--- config.mk ---
export PLATFORM = sky130hd
export DESIGN_NAME = odr_diag_records
export DESIGN_NICKNAME = d
export VERILOG_FILES = /design/src/inc/odr_pkg.sv /design/src/hw/odr_diag_records.sv /design/src/hw/odr_us_ticker.sv
export SDC_FILE = /design/constraint.sdc
export NUM_CORES = 1
export LEC_CHECK = 0
export BUFFER_PORTS_ARGS = -buffer_cell sky130_fd_sc_hd__buf_2
export CAP_MARGIN = 10
export CELL_PAD_IN_SITES_DETAIL_PLACEMENT = 1
export CELL_PAD_IN_SITES_GLOBAL_PLACEMENT = 2
export CORE_MARGIN = 4
export CORE_UTILIZATION = 37
export DETAILED_ROUTE_END_ITERATION = 8
export PLACE_DENSITY = 0.86
export SLEW_MARGIN = 10
export SYNTH_ARGS = -nofsm -noshare
export SYNTH_HDL_FRONTEND = slang
export SYNTH_SLANG_ARGS = --single-unit
--- constraint.sdc ---
create_clock -name ref_clk -period 2.1 [get_ports ref_clk]
set_input_delay 0.42 -clock ref_clk [delete_from_list [all_inputs] [get_ports ref_clk]]
set_output_delay 0.42 -clock ref_clk [all_outputs]
set_load 0.01 [all_outputs]
--- src/inc/odr_pkg.sv ---
// Constants and carriers for the output module diagnostic record bank.
// Assumes a single 125 MHz clock and byte-wide record access.
`default_nettype none
package odr_pkg;

	// Clock and microsecond ticker timing
	localparam int unsigned CLK_PERIOD_NS = 8;
	localparam int unsigned TICK_PERIOD_NS = 1000;
	localparam int unsigned TICK_CYCLES = (TICK_PERIOD_NS + CLK_PERIOD_NS - 1) / CLK_PERIOD_NS;

	// Channel geometry
	localparam int unsigned NUM_CHANNELS = 8;
	localparam int unsigned DIAG_BYTES = 20;

	// Record set numbers
	localparam logic [7:0] REC_PARAM = 8'h00;
	localparam logic [7:0] REC_DIAG_SHORT = 8'h00;
	localparam logic [7:0] REC_DIAG_FULL = 8'h01;

	// Fieldbus object indices
	localparam logic [15:0] IDX_DIAG_ENABLE = 16'h3100;
	localparam logic [15:0] IDX_WIRE_BREAK = 16'h3101;
	localparam logic [15:0] IDX_SHORT = 16'h3102;
	localparam logic [15:0] IDX_DIAG_SHORT = 16'h2f00;
	localparam logic [15:0] IDX_DIAG_FULL = 16'h2f01;

	// Byte positions inside the parameter record
	localparam logic [4:0] PBYTE_DIAG_ENABLE = 5'h00;
	localparam logic [4:0] PBYTE_WIRE_BREAK = 5'h01;
	localparam logic [4:0] PBYTE_SHORT = 5'h02;

	// Byte positions inside the diagnostic record
	localparam logic [4:0] DBYTE_ERR_PRIMARY = 5'h00;
	localparam logic [4:0] DBYTE_MODULE_INFO = 5'h01;
	localparam logic [4:0] DBYTE_RESERVED_TWO = 5'h02;
	localparam logic [4:0] DBYTE_ERR_SECONDARY = 5'h03;
	localparam logic [4:0] DBYTE_CHANNEL_KIND = 5'h04;
	localparam logic [4:0] DBYTE_BITS_PER_CH = 5'h05;
	localparam logic [4:0] DBYTE_CHANNEL_COUNT = 5'h06;
	localparam logic [4:0] DBYTE_CH_SUMMARY = 5'h07;
	localparam logic [4:0] DBYTE_CH_DETAIL0 = 5'h08;
	localparam logic [4:0] DBYTE_TIMESTAMP0 = 5'h10;
	localparam logic [4:0] DBYTE_SHORT_LAST = 5'h03;
	localparam logic [4:0] DBYTE_FULL_LAST = 5'h13;

	// Parameter values and reset values
	localparam logic [7:0] DIAG_IRQ_OFF = 8'h00;
	localparam logic [7:0] DIAG_IRQ_ON = 8'h40;
	localparam logic [7:0] RST_PARAM = 8'h00;
	localparam logic [3:0] MODULE_CLASS_DIGITAL = 4'hf;
	localparam logic [6:0] CHANNEL_KIND_DOUT = 7'h72;
	localparam logic [7:0] BITS_PER_CHANNEL = 8'h08;
	localparam logic [7:0] CHANNEL_COUNT_VAL = 8'h08;

	// Field positions of the primary module error byte
	localparam int unsigned EA_MODULE_FAIL = 0;
	localparam int unsigned EA_INTERNAL = 1;
	localparam int unsigned EA_EXTERNAL = 2;
	localparam int unsigned EA_CHANNEL = 3;
	localparam int unsigned EA_AUX_MISSING = 4;
	localparam int unsigned EA_PARAM = 7;
	// Field positions of module info, secondary error and channel detail
	localparam int unsigned MI_CHAN_INFO = 4;
	localparam int unsigned ED_INT_COMM = 4;
	localparam int unsigned CE_CONFIG = 0;
	localparam int unsigned CE_SHORT_SUPPLY = 2;
	localparam int unsigned CE_SHORT_GROUND = 3;
	localparam int unsigned CE_WIRE_BREAK = 4;

	// Record access request from the coupler side
	typedef struct packed {
		logic        valid;
		logic        write;
		logic        by_index;
		logic [7:0]  record_set_number;
		logic [15:0] object_index;
		logic [4:0]  byte_sel;
		logic [7:0]  wdata;
	} odr_req_s;

	// Record access answer
	typedef struct packed {
		logic       valid;
		logic       error;
		logic [7:0] rdata;
	} odr_rsp_s;

	// Raw per-channel fault indications from the output drivers
	typedef struct packed {
		logic [NUM_CHANNELS-1:0] short_supply;
		logic [NUM_CHANNELS-1:0] short_ground;
		logic [NUM_CHANNELS-1:0] wire_break;
		logic [NUM_CHANNELS-1:0] config_error;
	} odr_faults_s;

endpackage
`default_nettype wire

--- src/hw/odr_diag_records.sv ---
// Parameter and diagnostic record bank of an eight-channel output module.
// Assumes the coupler presents one byte access per request, and that
// fault pins come asynchronously from the output driver stage.
`timescale 1ns/100ps
`default_nettype none
module odr_diag_records
	import odr_pkg::*;
#(
	parameter int unsigned CYCLES_PER_US = TICK_CYCLES
) (
	input  wire logic                    ref_clk,
	input  wire logic                    rst_n,
	input  wire odr_req_s                req,
	output var  odr_rsp_s                rsp,
	input  wire logic                    system_stopped,
	input  wire odr_faults_s             faults_pin,
	input  wire logic                    aux_supply_missing_pin,
	input  wire logic                    module_failure_pin,
	input  wire logic                    internal_error_pin,
	input  wire logic                    int_comm_error_pin,
	output var  logic [NUM_CHANNELS-1:0] wire_break_detect_on,
	output var  logic [NUM_CHANNELS-1:0] short_detect_on,
	output var  logic                    diag_irq_pulse,
	output var  logic                    write_refused
);

	localparam int unsigned NC = NUM_CHANNELS;

	// Positions of the synchronised module-level pins inside misc_ff
	localparam int unsigned MP_AUX      = 0;
	localparam int unsigned MP_FAIL     = 1;
	localparam int unsigned MP_INTERNAL = 2;
	localparam int unsigned MP_COMM     = 3;

	// Module info never changes: digital class, channel info present
	localparam logic [7:0] MODULE_INFO_BYTE = 8'(MODULE_CLASS_DIGITAL) | (8'h01 << MI_CHAN_INFO);

	// Record decode used by the read path only
	function automatic logic is_full_diag(input odr_req_s r);
		return r.by_index ? (r.object_index == IDX_DIAG_FULL)
			: (r.record_set_number == REC_DIAG_FULL);
	endfunction

	function automatic logic is_short_diag(input odr_req_s r);
		return r.by_index ? (r.object_index == IDX_DIAG_SHORT)
			: (r.record_set_number == REC_DIAG_SHORT);
	endfunction

	// Parameter byte addressed by a write or a read, or an invalid marker
	function automatic logic [1:0] param_slot(input odr_req_s r);
		logic [1:0] s;
		s = 2'h3;
		if (r.by_index) begin
			if (r.byte_sel == PBYTE_DIAG_ENABLE) begin
				case (r.object_index)
					IDX_DIAG_ENABLE: s = 2'h0;
					IDX_WIRE_BREAK:  s = 2'h1;
					IDX_SHORT:       s = 2'h2;
					default:         s = 2'h3;
				endcase
			end
		end else if (r.record_set_number == REC_PARAM) begin
			case (r.byte_sel)
				PBYTE_DIAG_ENABLE: s = 2'h0;
				PBYTE_WIRE_BREAK:  s = 2'h1;
				PBYTE_SHORT:       s = 2'h2;
				default:           s = 2'h3;
			endcase
		end
		return s;
	endfunction

	// Parameter registers
	logic [7:0]    diag_interrupt_enable_ff;
	logic [NC-1:0] wire_break_detect_enable_ff;
	logic [NC-1:0] short_detect_enable_ff;
	logic          param_error_ff;

	// Synchronisers for asynchronous fault pins
	odr_faults_s   faults_meta_ff;
	odr_faults_s   faults_ff;
	logic [3:0]    misc_meta_ff;
	logic [3:0]    misc_ff;

	// Diagnostic state
	logic [7:0]    chan_err_ff [NC];
	logic [7:0]    module_error_primary_ff;
	logic [7:0]    module_error_secondary_ff;
	logic [31:0]   diag_timestamp_ff;
	logic [7:0]    prev_primary_ff;
	logic          diag_irq_ff;
	odr_rsp_s      rsp_ff;
	logic          refused_ff;

	logic [31:0]   us_count;
	logic [7:0]    nxt_primary;
	logic [7:0]    nxt_secondary;
	logic [NC-1:0] nxt_summary;
	logic [7:0]    nxt_chan_err [NC];
	logic          diag_event;
	logic          wr_hit;
	logic [1:0]    wslot;

	// Shared microsecond time base
	odr_us_ticker #(
		.CYCLES_PER_US (CYCLES_PER_US)
	) u_ticker (
		.ref_clk  (ref_clk),
		.rst_n    (rst_n),
		.us_count (us_count)
	);

	// Two stages before any logic sees the driver-side fault levels
	always_ff @(posedge ref_clk) begin
		if (!rst_n) begin
			faults_meta_ff <= '0;
			faults_ff      <= '0;
			misc_meta_ff   <= '0;
			misc_ff        <= '0;
		end else begin
			faults_meta_ff <= faults_pin;
			faults_ff      <= faults_meta_ff;
			misc_meta_ff   <= {int_comm_error_pin, internal_error_pin,
				module_failure_pin, aux_supply_missing_pin};
			misc_ff        <= misc_meta_ff;
		end
	end

	// Write decode; writes outside the stopped state are dropped
	assign wslot  = param_slot(req);
	assign wr_hit = req.valid && req.write && (wslot != 2'h3) && system_stopped;

	// Parameter records keep their value until the next accepted write
	always_ff @(posedge ref_clk) begin
		if (!rst_n) begin
			diag_interrupt_enable_ff    <= RST_PARAM;
			wire_break_detect_enable_ff <= NC'(RST_PARAM);
			short_detect_enable_ff      <= NC'(RST_PARAM);
		end else if (wr_hit) begin
			case (wslot)
				2'h0: diag_interrupt_enable_ff <= req.wdata;
				2'h1: wire_break_detect_enable_ff <= req.wdata[NC-1:0];
				2'h2: short_detect_enable_ff <= req.wdata[NC-1:0];
				default: diag_interrupt_enable_ff <= diag_interrupt_enable_ff;
			endcase
		end
	end

	// Any interrupt enable value other than off or on is a parameterisation error
	always_ff @(posedge ref_clk) begin
		if (!rst_n) begin
			param_error_ff <= 1'b0;
		end else if (wr_hit && wslot == 2'h0) begin
			param_error_ff <= (req.wdata != DIAG_IRQ_OFF) && (req.wdata != DIAG_IRQ_ON);
		end
	end

	// Write refused while running: visible so the coupler can retry
	always_ff @(posedge ref_clk) begin
		if (!rst_n) begin
			refused_ff <= 1'b0;
		end else begin
			refused_ff <= req.valid && req.write && (wslot != 2'h3) && !system_stopped;
		end
	end

	// Per-channel detail bytes; detection faults only count when armed
	genvar ch;
	generate
		for (ch = 0; ch < NC; ch++) begin : g_chan
			always_comb begin
				nxt_chan_err[ch] = 8'h00;
				nxt_chan_err[ch][CE_CONFIG] = faults_ff.config_error[ch];
				nxt_chan_err[ch][CE_SHORT_SUPPLY] =
					faults_ff.short_supply[ch] && short_detect_enable_ff[ch];
				nxt_chan_err[ch][CE_SHORT_GROUND] =
					faults_ff.short_ground[ch] && short_detect_enable_ff[ch];
				nxt_chan_err[ch][CE_WIRE_BREAK] =
					faults_ff.wire_break[ch] && wire_break_detect_enable_ff[ch];
			end
			assign nxt_summary[ch] = |nxt_chan_err[ch];
			always_ff @(posedge ref_clk) begin
				if (!rst_n) begin
					chan_err_ff[ch] <= 8'h00;
				end else begin
					chan_err_ff[ch] <= nxt_chan_err[ch];
				end
			end
		end
	endgenerate

	// Module-level error bytes, reserved bits held at zero
	always_comb begin
		nxt_primary = 8'h00;
		nxt_primary[EA_MODULE_FAIL] = misc_ff[MP_FAIL];
		nxt_primary[EA_INTERNAL]    = misc_ff[MP_INTERNAL] || misc_ff[MP_COMM];
		nxt_primary[EA_EXTERNAL]    = misc_ff[MP_AUX] || (|nxt_summary);
		nxt_primary[EA_CHANNEL]     = |nxt_summary;
		nxt_primary[EA_AUX_MISSING] = misc_ff[MP_AUX];
		nxt_primary[EA_PARAM]       = param_error_ff;
		nxt_secondary = 8'h00;
		nxt_secondary[ED_INT_COMM]  = misc_ff[MP_COMM];
	end

	always_ff @(posedge ref_clk) begin
		if (!rst_n) begin
			module_error_primary_ff   <= 8'h00;
			module_error_secondary_ff <= 8'h00;
		end else begin
			module_error_primary_ff   <= nxt_primary;
			module_error_secondary_ff <= nxt_secondary;
		end
	end

	// A diagnostic event is any newly raised primary error bit
	assign diag_event = |(module_error_primary_ff & ~prev_primary_ff);

	always_ff @(posedge ref_clk) begin
		if (!rst_n) begin
			prev_primary_ff <= 8'h00;
		end else begin
			prev_primary_ff <= module_error_primary_ff;
		end
	end

	// Timestamp is frozen at the event so a slow read stays coherent
	always_ff @(posedge ref_clk) begin
		if (!rst_n) begin
			diag_timestamp_ff <= 32'h0;
		end else if (diag_event) begin
			diag_timestamp_ff <= us_count;
		end
	end

	// Interrupt pulse only with the enable byte holding exactly on
	always_ff @(posedge ref_clk) begin
		if (!rst_n) begin
			diag_irq_ff <= 1'b0;
		end else begin
			diag_irq_ff <= diag_event && (diag_interrupt_enable_ff == DIAG_IRQ_ON);
		end
	end

	// Diagnostic record byte mux
	function automatic logic [7:0] diag_byte(input logic [4:0] b);
		logic [7:0] d;
		d = 8'h00;
		if (b >= DBYTE_CH_DETAIL0 && b < DBYTE_TIMESTAMP0) begin
			d = chan_err_ff[3'(b - DBYTE_CH_DETAIL0)];
		end else if (b >= DBYTE_TIMESTAMP0 && b <= DBYTE_FULL_LAST) begin
			d = diag_timestamp_ff[8*(2'(b - DBYTE_TIMESTAMP0)) +: 8];
		end else begin
			case (b)
				DBYTE_ERR_PRIMARY:   d = module_error_primary_ff;
				DBYTE_MODULE_INFO:   d = MODULE_INFO_BYTE;
				DBYTE_RESERVED_TWO:  d = 8'h00;
				DBYTE_ERR_SECONDARY: d = module_error_secondary_ff;
				DBYTE_CHANNEL_KIND:  d = {1'b0, CHANNEL_KIND_DOUT};
				DBYTE_BITS_PER_CH:   d = BITS_PER_CHANNEL;
				DBYTE_CHANNEL_COUNT: d = CHANNEL_COUNT_VAL;
				DBYTE_CH_SUMMARY:    d = summary_byte();
				default:             d = 8'h00;
			endcase
		end
		return d;
	endfunction

	// Summary rebuilt from stored detail bytes so both always agree
	function automatic logic [7:0] summary_byte();
		logic [7:0] s;
		s = 8'h00;
		for (int i = 0; i < NC; i++) begin
			s[i] = |chan_err_ff[i];
		end
		return s;
	endfunction

	// Parameter read-back through the parameter object indices
	function automatic logic [7:0] param_byte(input logic [1:0] s);
		case (s)
			2'h0:    return diag_interrupt_enable_ff;
			2'h1:    return 8'(wire_break_detect_enable_ff);
			2'h2:    return 8'(short_detect_enable_ff);
			default: return 8'h00;
		endcase
	endfunction

	// One-cycle answer; reads of record 00h show the short diagnostic view
	// Parameters read back only through the index path, never record 00h
	always_ff @(posedge ref_clk) begin
		if (!rst_n) begin
			rsp_ff <= '0;
		end else begin
			rsp_ff.valid <= req.valid;
			rsp_ff.error <= 1'b0;
			rsp_ff.rdata <= 8'h00;
			if (req.valid && req.write) begin
				rsp_ff.error <= (wslot == 2'h3) || !system_stopped;
			end else if (req.valid && is_full_diag(req)) begin
				rsp_ff.error <= req.byte_sel > DBYTE_FULL_LAST;
				rsp_ff.rdata <= diag_byte(req.byte_sel);
			end else if (req.valid && is_short_diag(req)) begin
				rsp_ff.error <= req.byte_sel > DBYTE_SHORT_LAST;
				if (req.byte_sel <= DBYTE_SHORT_LAST) begin
					rsp_ff.rdata <= diag_byte(req.byte_sel);
				end
			end else if (req.valid && wslot != 2'h3) begin
				rsp_ff.rdata <= param_byte(wslot);
			end else if (req.valid) begin
				rsp_ff.error <= 1'b1;
			end
		end
	end

	assign rsp                  = rsp_ff;
	assign wire_break_detect_on = wire_break_detect_enable_ff;
	assign short_detect_on      = short_detect_enable_ff;
	assign diag_irq_pulse       = diag_irq_ff;
	assign write_refused        = refused_ff;

endmodule
`default_nettype wire

--- src/hw/odr_us_ticker.sv ---
// Free-running microsecond ticker for the diagnostic timestamp.
// Assumes ref_clk is steady from power-up and rst_n marks power-on.
`timescale 1ns/100ps
`default_nettype none
module odr_us_ticker
	import odr_pkg::*;
#(
	parameter int unsigned CYCLES_PER_US = TICK_CYCLES
) (
	input  wire logic        ref_clk,
	input  wire logic        rst_n,
	output var  logic [31:0] us_count
);

	localparam int unsigned PW = $clog2(CYCLES_PER_US);
	localparam logic [PW-1:0] PRE_LAST = PW'(CYCLES_PER_US - 1);

	logic [PW-1:0] pre_ff;
	logic [31:0]   count_ff;

	// Prescaler divides the clock down to one step per microsecond
	always_ff @(posedge ref_clk) begin
		if (!rst_n || pre_ff == PRE_LAST) begin
			pre_ff <= '0;
		end else begin
			pre_ff <= pre_ff + 1'b1;
		end
	end

	// Counter starts at zero, wraps silently at the 32-bit limit
	always_ff @(posedge ref_clk) begin
		if (!rst_n) begin
			count_ff <= '0;
		end else if (pre_ff == PRE_LAST) begin
			count_ff <= count_ff + 32'h1;
		end
	end

	assign us_count = count_ff;

endmodule
`default_nettype wire

Word level (Yosys, flattened, before mapping):

Memory sizes are Yosys's and may differ from the RTL's.
Index checks and enable logic that the tools add are counted.

* flip-flop bits (word level): 204
* memories: 1
* latch bits: 0
* logic and storage cells: 160
* memory bits (read-only): 0
* input port bits: 79
* memory bits (writable): 32
* output and inout port bits: 28

* mux-type cells: 28
* add/sub/neg operators: 4
* eq/ne operators: 20
* shift-type cells: 1
* div/mod/pow operators: 0
* bitwise logic cells: 11
* $lt $le $gt $ge: 7
* multipliers: 0
* reductions and logical operators: 61

Memory list
* chan_err_ff: words 8, width 4, rd ports 9, clocked after memory_dff 0, wr ports 8, RTL line odr_diag_records.sv:86 `logic [7:0] chan_err_ff [NC];`

Operator list (count)
* $eq A16 B14 Y1 const B: 5
* $reduce_or A8 Y1: 9
* $pmux W8 S6: 1
* $logic_and A1 B1 Y1: 36
* $add A32 B1 Y32 const B: 1
* $mux W4: 8
* $mux W8: 4
* $reduce_or A32 Y1: 1
* $shiftx A32 B6 Y8: 1
* $pmux W8 S3: 1
* $eq A5 B3 Y1 const B: 4
* $mux W9: 2
* $pmux W2 S3: 2
* $eq A5 B2 Y1 const B: 2
* $and A8 B8 Y8: 1
* $eq A8 B1 Y1 const B: 1
* $eq A8 B7 Y1 const B: 1
* $logic_not A8 Y1: 1
* $ne A8 B7 Y1 const B: 1
* $not A8 Y8: 1
* $or A1 B1 Y1: 8
* $reduce_bool A8 Y1: 1
* $add A7 B1 Y7 const B: 1
* $eq A7 B7 Y1 const B: 1
* other kinds (22): 38

Longest topological paths before layout:

Gate-level depths: netlist of run 1.

* depth after elaboration: 10
* gate-level depth with buffers: 9
* gate-level depth less buffers: 8

Modules after synthesis:

A second synthesis of run 1 with hierarchy kept.

* cell total of the unflattened synthesis: 860
* area total of the unflattened synthesis: 8921.1 um^2

By module, submodules not included
* odr_diag_records: times used 1, seq. area each 3723.6 um^2, area each 7094.3 um^2, cells an instance 660
* odr_us_ticker: times used 1, seq. area each 780.7 um^2, area each 1826.8 um^2, cells an instance 200

Worst setup path before layout of run 1:

Ideal clock, no wire load.

* path type: input port to flip-flop
* start point: in req[8] (netlist name)
* end point: reg diag_interrupt_enable_ff[0]
* path slack: 0.132 ns
* cell stages on the path: 8
* library setup time: 0.116 ns
* arrival time: 1.852 ns
* path buffers: 2
* required time: 1.984 ns
* cells stage by stage: buf_2 -> nor3_4 -> nand2_1 -> o31a_2 -> nor3b_2 -> buf_6 -> mux2i_1 -> nor2b_1

* word-level cells in the longest chain between the ends: 8
* elaborated cells on any way between the ends: 12
* those cells by class: eq/ne (3); mux (4); reduce/logical (5)

RTL lines
* start: declaration: RTL line odr_diag_records.sv:13 `input wire odr_req_s req,`
* $eq A5 B2 Y1 (tied with other cells): RTL line odr_diag_records.sv:63 `case (r.byte_sel)`
* $pmux W2 S3: RTL line odr_diag_records.sv:63
* $mux W2: RTL line odr_diag_records.sv:62 `end else if (r.record_set_number == REC_PARAM) begin`
* $mux W2 (*): RTL line odr_diag_records.sv:53 `if (r.by_index) begin`
* $ne A2 B2 Y1: RTL line odr_diag_records.sv:131 `assign wr_hit = req.valid && req.write && (wslot != 2'h3) && system_stopped;`
* $logic_and A1 B1 Y1 (2 in a row): RTL line odr_diag_records.sv:131
* $reduce_and A2 Y1 (no source line) (*)
* end signal: assignment: RTL line odr_diag_records.sv:141 `2'h0: diag_interrupt_enable_ff <= req.wdata;`
* end signal: assignment: RTL line odr_diag_records.sv:144 `default: diag_interrupt_enable_ff <= diag_interrupt_enable_ff;`
* end: declaration: RTL line odr_diag_records.sv:74 `logic [7:0] diag_interrupt_enable_ff;`

Every way passes the cells marked *; elsewhere a longest branch is shown, timed or not.
A chain may end at the register's enable or synchronous reset.

Final worst setup path of run 1:

* start point: reg u_ticker.count_ff[14] (netlist: u_ticker.us_count[14])
* end point: reg u_ticker.count_ff[27] (netlist: u_ticker.us_count[27])

* word-level cells in the longest chain between the ends: 1

RTL lines
* start: declaration: RTL line odr_us_ticker.sv:19 `logic [31:0] count_ff;`
* start signal: assignment: RTL line odr_us_ticker.sv:35 `count_ff <= count_ff + 32'h1;`
* $add A32 B1 Y32: RTL line odr_us_ticker.sv:35

No other way between the ends.

==> flow_summary.json, run 1 <==
{
  "clk_latency_ns": 0.52,
  "ios": 107,
  "cts_tree": "yes",
  "cp_max_fo": 5,
  "netlist_area_um2": 8848,
  "reg2reg_depth": 5,
  "min_to": "write_refused$_SDFF_PN0_",
  "cts_resized": 0,
  "setup_slack_ns": 0.1237,
  "syn_area_per_cell_um2": 10.12,
  "synth_seq_cells": 225,
  "power_density_nw_per_um2": 853.9,
  "syn-num-nets": 956,
  "start_util_pct": 37.70,
  "finalCritPeriodShare_pct": 94.11,
  "p_sw_share_pct": 21.19,
  "dp_slack_ns": -0.1641,
  "worst_r2r_endpoint": "u_ticker.us_count[27]$_SDFFE_PN0P_",
  "tightest_slew_ns": 0.6436,
  "pwr-share-seq_pct": 47.1,
  "syn_to_final_growth_pct": 23.35,
  "min_path_type": "in2reg",
  "cp.arrival_ns": 2.41,
  "cts_root_buffer": "clkbuf_16",
  "hpwl_mm": 17.68,
  "leakage_nw": 4.453,
  "p_comb_share_pct": 5.5,
  "clk_pin_slew_ns": 0.06,
  "startpoint_type": "flop",
  "cts_num_sinks": 225,
  "p_clk_share_pct": 47.4,
  "synth_common_cells": "225 x dfxtp_1, 115 x and2_1, 60 x nand2_1",
  "critPathRequiredTime_ns": 2.53,
  "drive_gt1_share_pct": 22.63,
  "htree_levels": 1,
  "rows": 56,
  "rsz0062_at_grt": "false",
  "yosysTopAreaCell": "dfxtp_1",
  "outcome": "completed",
  "worstSetupPathType": "reg2reg",
  "place_congestion": 0.8603,
  "p_total_mw": 9.319,
  "final.min_clock_period_ns": 1.976,
  "setup_violations": 0,
  "synthDominantCellAreaShare_pct": 50.90,
  "viasPerCell": 5.001,
  "ant_nets": 0,
  "cts_made_buffers": 24,
  "drtPass1Iterations": 4,
  "reg2reg_slack_ns": 0.12,
  "postCtsSetupBuffers": 0,
  "cts_buffer_depth": 3,
  "grt_start_max_net_pins": 147,
  "endpoint_kind": "flop",
  "synth_cell_types": 65,
  "min_path_cells": 2,
  "ys_seq_area_share_pct": 50.90,
  "grt_pass1_wl_mm": 38.41,
  "async_flop_share_pct": 0,
  "antenna_found_initial": 0,
  "max_slew_margin_pct": 57.09,
  "via_count": 6766,
  "hp-start": "system_stopped",
  "final_core_util_pct": 46.50,
  "track_usage_pct": 18.04,
  "synthFlopType": "dfxtp_1",
  "die_h_um": 162.6,
  "hold_buffers": 0,
  "die-area_um2": 26450,
  "max_freq_mhz": 506.0,
  "syn_inst": 874,
  "synth_most_common_cell": "dfxtp_1",
  "intPower_mw": 7.345,
  "grt_pass1_vias": 7015,
  "routedWlPerCell_um": 17.88,
  "grt_overflow": 0,
  "r2r_start": "u_ticker.us_count[14]$_SDFFE_PN0P_",
  "irDropWorstVdd_mv": 0.5649,
  "port_buffers": 106,
  "max_cap_viol_count": 0,
  "fin_skew_ns": 0.02012,
  "finalMaxSlewViolations": 0,
  "drt_iter0_drc": 456,
  "diodes": 0,
  "nets": 1103,
  "yosysWarnings": 0,
  "synth_edf_count": 0,
  "switchingPower_mw": 1.974,
  "die_w_um": 162.6,
  "synthTopCellsByArea": "dfxtp_1 51%, and2_1 8.1%, mux2i_1 6.6%",
  "final.fill_count": 2617,
  "post-route-drc-count": 0,
  "core_um2": 23470,
  "routed_wirelength_mm": 24.19,
  "hold_viol": 0
}
-- power groups by stage --
stage	Sequential (mW)	Combinational [mW]	Clock [mW]
6_report	4.39	0.509	4.42
5_1_grt	4.40	0.559	4.70
4_1_cts	4.39	0.513	4.53
3_5_place_dp	4.49	0.507	0
3_3_place_gp	4.48	0.501	0
2_1_floorplan	4.47	0.307	0
-- state kept, by name, indices dropped and copies added (netlist names), 4 cells and up --
name                      count
prev_primary_ff               6
faults_ff                    32
chan_err_ff                  32
misc_meta_ff                  4
diag_interrupt_enable_ff      8
module_error_primary_ff       6
misc_ff                       4
diag_timestamp_ff            32
wire_break_detect_on          8
rsp                          10
short_detect_on               8
faults_meta_ff               32
u_ticker.us_count            32
u_ticker.pre_ff               7
-- worst max-delay path by stage --
stage	from	endpoint	slack [ns]	cells past startpoint
final	u_ticker.us_count[14]$_SDFFE_PN0P_	u_ticker.us_count[27]$_SDFFE_PN0P_	0.12	5
after global routing	u_ticker.us_count[5]$_SDFFE_PN0P_	u_ticker.us_count[14]$_SDFFE_PN0P_	0.01	5
after CTS	u_ticker.us_count[5]$_SDFFE_PN0P_	u_ticker.us_count[27]$_SDFFE_PN0P_	0.09	5
after detailed placement	req[12]	wire_break_detect_on[1]$_SDFFE_PN0P_	-0.16	8
after global placement	req[22]	diag_interrupt_enable_ff[6]$_SDFFE_PN0P_	-0.11	8
after floorplan	req[8]	diag_interrupt_enable_ff[0]$_SDFFE_PN0P_	0.13	8
-- per-stage QoR --
| step | instances | hold slack [ns] | TNS, ns | area, µm² |
|---|---|---|---|---|
| finish | 1353 | 0.09627 | 0 | 10910 |
| CTS | 1353 | 0.08040 | 0 | 10910 |
| global route | 1353 | 0.08608 | 0 | 10910 |
| detailed placement | 1314 | 0.4199 | -2.382 | 10080 |
| floorplan | 874 | 0.3996 | 0 | 8848 |
| global placement | 1314 | 0.4140 | -1.423 | 10080 |
-- area by class of cell --
class / count / area, µm² / area share (%)
flip-flops and latches: 225 / 4504 / 41.27
multi-input cells: 585 / 4066 / 37.26
repair buffers: 165 / 1039 / 9.515
clock buffers: 31 / 676.9 / 6.202
well taps: 319 / 399.1 / 3.657
clock inverters: 8 / 153.9 / 1.410
inverters: 20 / 75.07 / 0.6878
-- critical path, stage by stage (launching register included) --
cell      delay [ns]
dfxtp_1         0.39
and4_1          0.30
nand4_1         0.26
or3_4           0.47
or3_1           0.33
a21boi_1        0.15
-- layout by cell type (no fill, tap or decap), drive strengths merged, types with 2 or more instances in the layout --
master,synthesis,routed
and2,115,115
nand4b,2,2
clkbuf,28,31
mux2i,58,58
nand2b,3,3
a22oi,6,6
nand3,32,32
and4,4,4
a21oi,9,9
buf,16,165
nor3,13,13
nor4,18,18
clkinv,0,3
or2,3,3
o22ai,12,12
a21boi,8,8
ha,3,3
a21o,3,3
o21a,5,5
xnor2,19,19
nor3b,2,2
a211oi,3,3
nand4,15,15
and3,32,32
o221ai,3,3
bufinv,0,4
nand2,60,60
nor4b,3,3
inv,20,20
or4,2,2
o21ai,34,34
xor2,11,11
o211ai,2,2
nor2b,43,43
mux4,13,13
or3,8,8
nor2,26,26
dfxtp,225,225
-- kinds of logic after synthesis --
group	Yosys count	synth area share, %
AO/OA/AOI/OAI	96	7.113
XOR/XNOR	30	2.969
buffers and inverters	64	3.280
AND/OR/NAND/NOR	385	25.44
flip-flops	225	50.90
adder cells (fa/ha/maj)	3	0.4243
multiplexers	71	9.870
-- layer usage --
metal  up-vias  track usage, %  wire length, µm
met2       157           29.18            11010
met1      3261           25.93            11250
met5         -               0                0
met4         0           3.812              394
li1       3317               -                -
met3        31           2.480             1536
Note: power is estimated with default switching activity, not from simulation.
==> run 2, diff against run 1 <==
Settings changed: PLACE_DENSITY 0.86 to 0.87.
==> flow_summary.json, run 2 (synthesis gave the netlist of run 1 again) <==
{
  "nets": 1099,
  "max_cap_viol_count": 0,
  "reg2reg_slack_ns": 0.09,
  "cts_resized": 0,
  "cp_max_fo": 5,
  "htree_levels": 1,
  "cts_num_sinks": 225,
  "die_h_um": 162.6,
  "cts_tree": "yes",
  "drt_iter0_drc": 425,
  "grt_overflow": 0,
  "cts_buffer_depth": 3,
  "outcome": "completed",
  "final_common_cell": "dfxtp_1",
  "drive_gt1_share_pct": 22.42,
  "place_congestion": 0.8897,
  "cp.arrival_ns": 2.45,
  "tightest_slew_ns": 0.7325,
  "clk_latency_ns": 0.52,
  "ant_nets": 0,
  "antenna_found_initial": 3,
  "start_util_pct": 37.70,
  "clk_pin_slew_ns": 0.07,
  "power_density_nw_per_um2": 860.1,
  "min_to": "write_refused$_SDFF_PN0_",
  "finalCritPeriodShare_pct": 95.60,
  "via_count": 6791,
  "worstSetupPathType": "reg2reg",
  "core_um2": 23470,
  "critPathRequiredTime_ns": 2.54,
  "postCtsSetupBuffers": 0,
  "fin_skew_ns": 0.01599,
  "min_path_cells": 2,
  "worst_r2r_endpoint": "u_ticker.us_count[27]$_SDFFE_PN0P_",
  "mostFrequentLayoutCells": "225 x dfxtp_1, 115 x and2_1, 105 x buf_2",
  "die_w_um": 162.6,
  "setup_violations": 0,
  "die-area_um2": 26450,
  "routed_wirelength_mm": 24.16,
  "track_usage_pct": 17.92,
  "grt_pass1_wl_mm": 38.17,
  "startpoint": "u_ticker.us_count[4]$_SDFFE_PN0P_",
  "cts_root_buffer": "clkbuf_16",
  "cts_made_buffers": 24,
  "final.min_clock_period_ns": 2.008,
  "syn_to_final_growth_pct": 22.82,
  "endpoint_kind": "flop",
  "post-route-drc-count": 0,
  "port_buffers": 106,
  "hold_viol": 0,
  "dp_cells": 1310,
  "grt_start_max_net_pins": 138,
  "max_slew_margin_pct": 51.17,
  "grt_pass1_vias": 7010,
  "register_area_um2": 4504,
  "irDropWorstVdd_mv": 0.5369,
  "reg2reg_depth": 5,
  "routedWlPerCell_um": 17.83,
  "final_cells": 1355,
  "max_freq_mhz": 498.1,
  "leakage_nw": 4.441,
  "r2r_start": "u_ticker.us_count[4]$_SDFFE_PN0P_",
  "rsz0062_at_grt": "true",
  "final.fill_count": 2655,
  "ios": 107,
  "hold_buffers": 0,
  "min_path_type": "in2reg",
  "multi_input_area_um2": 4060,
  "hp-start": "system_stopped",
  "startpoint_type": "flop",
  "rows": 56,
  "drtPass1Iterations": 5,
  "finalMaxSlewViolations": 0,
  "hold_slack_ns": 0.08037,
  "hpwl_mm": 17.90,
  "viasPerCell": 5.012
}
==> run 2: area by class of cell <==
class / instances / share of cell area [%]
repair buffers: 161 / 9.049
inverters: 20 / 0.6908
clock buffers: 31 / 6.136
well taps: 319 / 3.673
clock inverters: 13 / 1.623
diodes: 1 / 0.02303
multi-input cells: 585 / 37.36
flip-flops and latches: 225 / 41.45
==> run 2: through the flow <==
step	total power [mW]	TNS, ns	area, µm²	util [%]	worst slack [ns]
5_1_grt	9.692	-0.03885	10870	46.29	-0.01700
3_5_place_dp	4.986	-3.194	10020	42.70	-0.1979
4_1_cts	9.450	0	10870	46.29	0.1004
6_report	9.348	0	10870	46.30	0.09245
3_3_place_gp	4.973	-1.588	10020	42.70	-0.1288
2_1_floorplan	4.777	0	8848	-	0.1317
==> run 2: worst max-delay path by stage <==
| stage | slack (ns) | cells after the start | endpoint |
|---|---|---|---|
| after floorplan | 0.13 | 8 | diag_interrupt_enable_ff[0]$_SDFFE_PN0P_ |
| after CTS | 0.10 | 5 | u_ticker.us_count[27]$_SDFFE_PN0P_ |
| after global placement | -0.13 | 8 | diag_interrupt_enable_ff[4]$_SDFFE_PN0P_ |
| after detailed placement | -0.20 | 8 | diag_interrupt_enable_ff[0]$_SDFFE_PN0P_ |
| final | 0.09 | 5 | u_ticker.us_count[27]$_SDFFE_PN0P_ |
| after global routing | -0.02 | 5 | u_ticker.us_count[27]$_SDFFE_PN0P_ |
==> run 2: where the power goes <==
group	switching, mW	total [mW]	leakage (nW)	internal [mW]
Sequential	0.0383	4.39	1.83	4.35
Clock	1.72	4.46	0.423	2.74
Combinational	0.264	0.496	2.19	0.232
Total	2.02	9.35	4.44	7.32
==> run 2: worst max-delay path: stages, from the launching register on <==
cell and delay, ns:
dfxtp_1 0.41, and4_1 0.28, nand4_1 0.27, or3_1 0.52, or3_1 0.33, a21boi_1 0.13
==> run 2: per-layer routing <==
layer,GRT usage (%),routed length (µm),vias to the layer above
li1,-,-,3315
met1,25.42,11510,3268
met2,28.93,10820,179
met3,2.860,1474,29
met4,4.117,358,0
met5,0,0,-
==> run 3, diff against run 2 <==
Settings changed: CAP_MARGIN 10 to 0, CORE_UTILIZATION 37 to 33, PLACE_DENSITY 0.87 to 0.83.
Clock period 2.1 ns to 1.8 ns, I/O delays scaled along.
==> flow_summary.json, run 3 (synthesis gave the netlist of run 1 again) <==
{
  "cts_buffer_depth": 3,
  "outcome": "completed",
  "htree_levels": 1,
  "cts_made_buffers": 24,
  "fin_skew_ns": 0.01421,
  "drt_iter0_drc": 370,
  "rows": 59,
  "die-area_um2": 29500,
  "ios": 107,
  "die_h_um": 171.8,
  "hold_slack_ns": 0.03026,
  "grt_start_max_net_pins": 141,
  "cts_num_sinks": 225,
  "cp_max_fo": 3,
  "nets": 1148,
  "cts_tree": "yes",
  "cts_root_buffer": "clkbuf_16",
  "startpoint_type": "flop",
  "finalCritPeriodShare_pct": 99.41,
  "finalMaxSlewViolations": 0,
  "clk_pin_slew_ns": 0.06,
  "placed_area_um2": 10460,
  "grt_pass1_vias": 7099,
  "post-route-drc-count": 0,
  "track_usage_pct": 16.66,
  "port_buffers": 106,
  "final.min_clock_period_ns": 1.789,
  "start_util_pct": 33.76,
  "syn_to_final_growth_pct": 29.06,
  "path_cells": "and4_4 -> nand4_1 -> or3_4 -> or3_1 -> a21boi_1",
  "viasPerCell": 4.929,
  "min_path_cells": 2,
  "critPathRequiredTime_ns": 2.26,
  "tns_ns": 0,
  "power_density_nw_per_um2": 935.3,
  "routedWlPerCell_um": 17.72,
  "max_freq_mhz": 558.8,
  "cp.arrival_ns": 2.25,
  "final.fill_count": 2964,
  "fin_area_um2": 11420,
  "rsz0062_at_grt": "true",
  "irDropWorstVdd_mv": 0.6805,
  "drtPass1Iterations": 6,
  "grt_pass1_wl_mm": 39.14,
  "p_total_mw": 10.68,
  "mostFrequentLayoutCells": "218 x dfxtp_1, 114 x and2_1, 105 x buf_2",
  "routed_wirelength_mm": 25.13,
  "ant_nets": 0,
  "max_cap_viol_count": 0,
  "via_count": 6989,
  "core_um2": 26210,
  "final_core_util_pct": 43.58,
  "dp_slack_ns": -0.3441,
  "die_w_um": 171.8,
  "hpwl_mm": 18.47,
  "tightest_slew_ns": 0.6981,
  "min_path_type": "in2reg",
  "drive_gt1_share_pct": 28.62,
  "leakage_nw": 4.724,
  "dp_cells": 1368,
  "clk_latency_ns": 0.53,
  "cp_slowest_cell": "or3_4",
  "grt_overflow": 0,
  "reg2reg_depth": 5,
  "max_slew_margin_pct": 53.46,
  "setup_slack_ns": 0.01060,
  "endpoint_kind": "flop",
  "antenna_found_initial": 0,
  "slowest_delay_ns": 0.46,
  "final_common_cell": "dfxtp_1",
  "hold_viol": 0,
  "setup_violations": 0,
  "final_cells": 1418,
  "place_congestion": 0.8362,
  "worstSetupPathType": "reg2reg",
  "diodes": 0
}
## run 3: final cells by class
type,count,area (µm²),share of cell area (%)
Clock buffer,35,732.0,6.410
Sequential cell,225,4513,39.52
Clock inverter,8,77.57,0.6793
Tap cell,335,419.2,3.670
Timing Repair Buffer,210,1393,12.19
Multi-Input combinational cell,585,4210,36.87
Inverter,20,75.07,0.6574
## run 3: timing repair
action | 4_1_cts | 5_1_grt
pin swaps | 1 | 11
endpoints found under the setup margin | 8 | 12
hold buffers | 0 | 0
gates resized for setup | 3 | 28
setup buffers | 1 | 6
## run 3: worst paths after layout
check                                           from                                 end  slack, ns
hold / removal                        faults_pin[24]       faults_meta_ff[24]$_SDFF_PN0_       0.03
setup / recovery  u_ticker.us_count[15]$_SDFFE_PN0P_  u_ticker.us_count[27]$_SDFFE_PN0P_       0.01
setup reg to reg  u_ticker.us_count[15]$_SDFFE_PN0P_  u_ticker.us_count[27]$_SDFFE_PN0P_       0.01
hold reg to reg        faults_meta_ff[29]$_SDFF_PN0_            faults_ff[29]$_SDFF_PN0_       0.43
## run 3: metal layers
| metal | up-vias | track usage [%] | part of all wire [%] |
|---|---|---|---|
| li1 | 3405 | - | - |
| met1 | 3348 | 23.67 | 47 |
| met2 | 192 | 26.39 | 45 |
| met3 | 44 | 2.482 | 5.5 |
| met4 | 0 | 4.887 | 2.6 |
| met5 | - | 0 | 0 |
## run 3: power by group
part	total (mW)	switching (mW)	internal (mW)
clock	4.91	2.07	2.84
combinational	0.638	0.327	0.311
sequential	5.13	0.0470	5.08
## run 3: worst max-delay path, delay by kind of cell, from the launching register on
kind | cells | cell delay [ns]
compound gates | 1 | 0.15
simple gates | 4 | 1.23
flops | 1 | 0.33
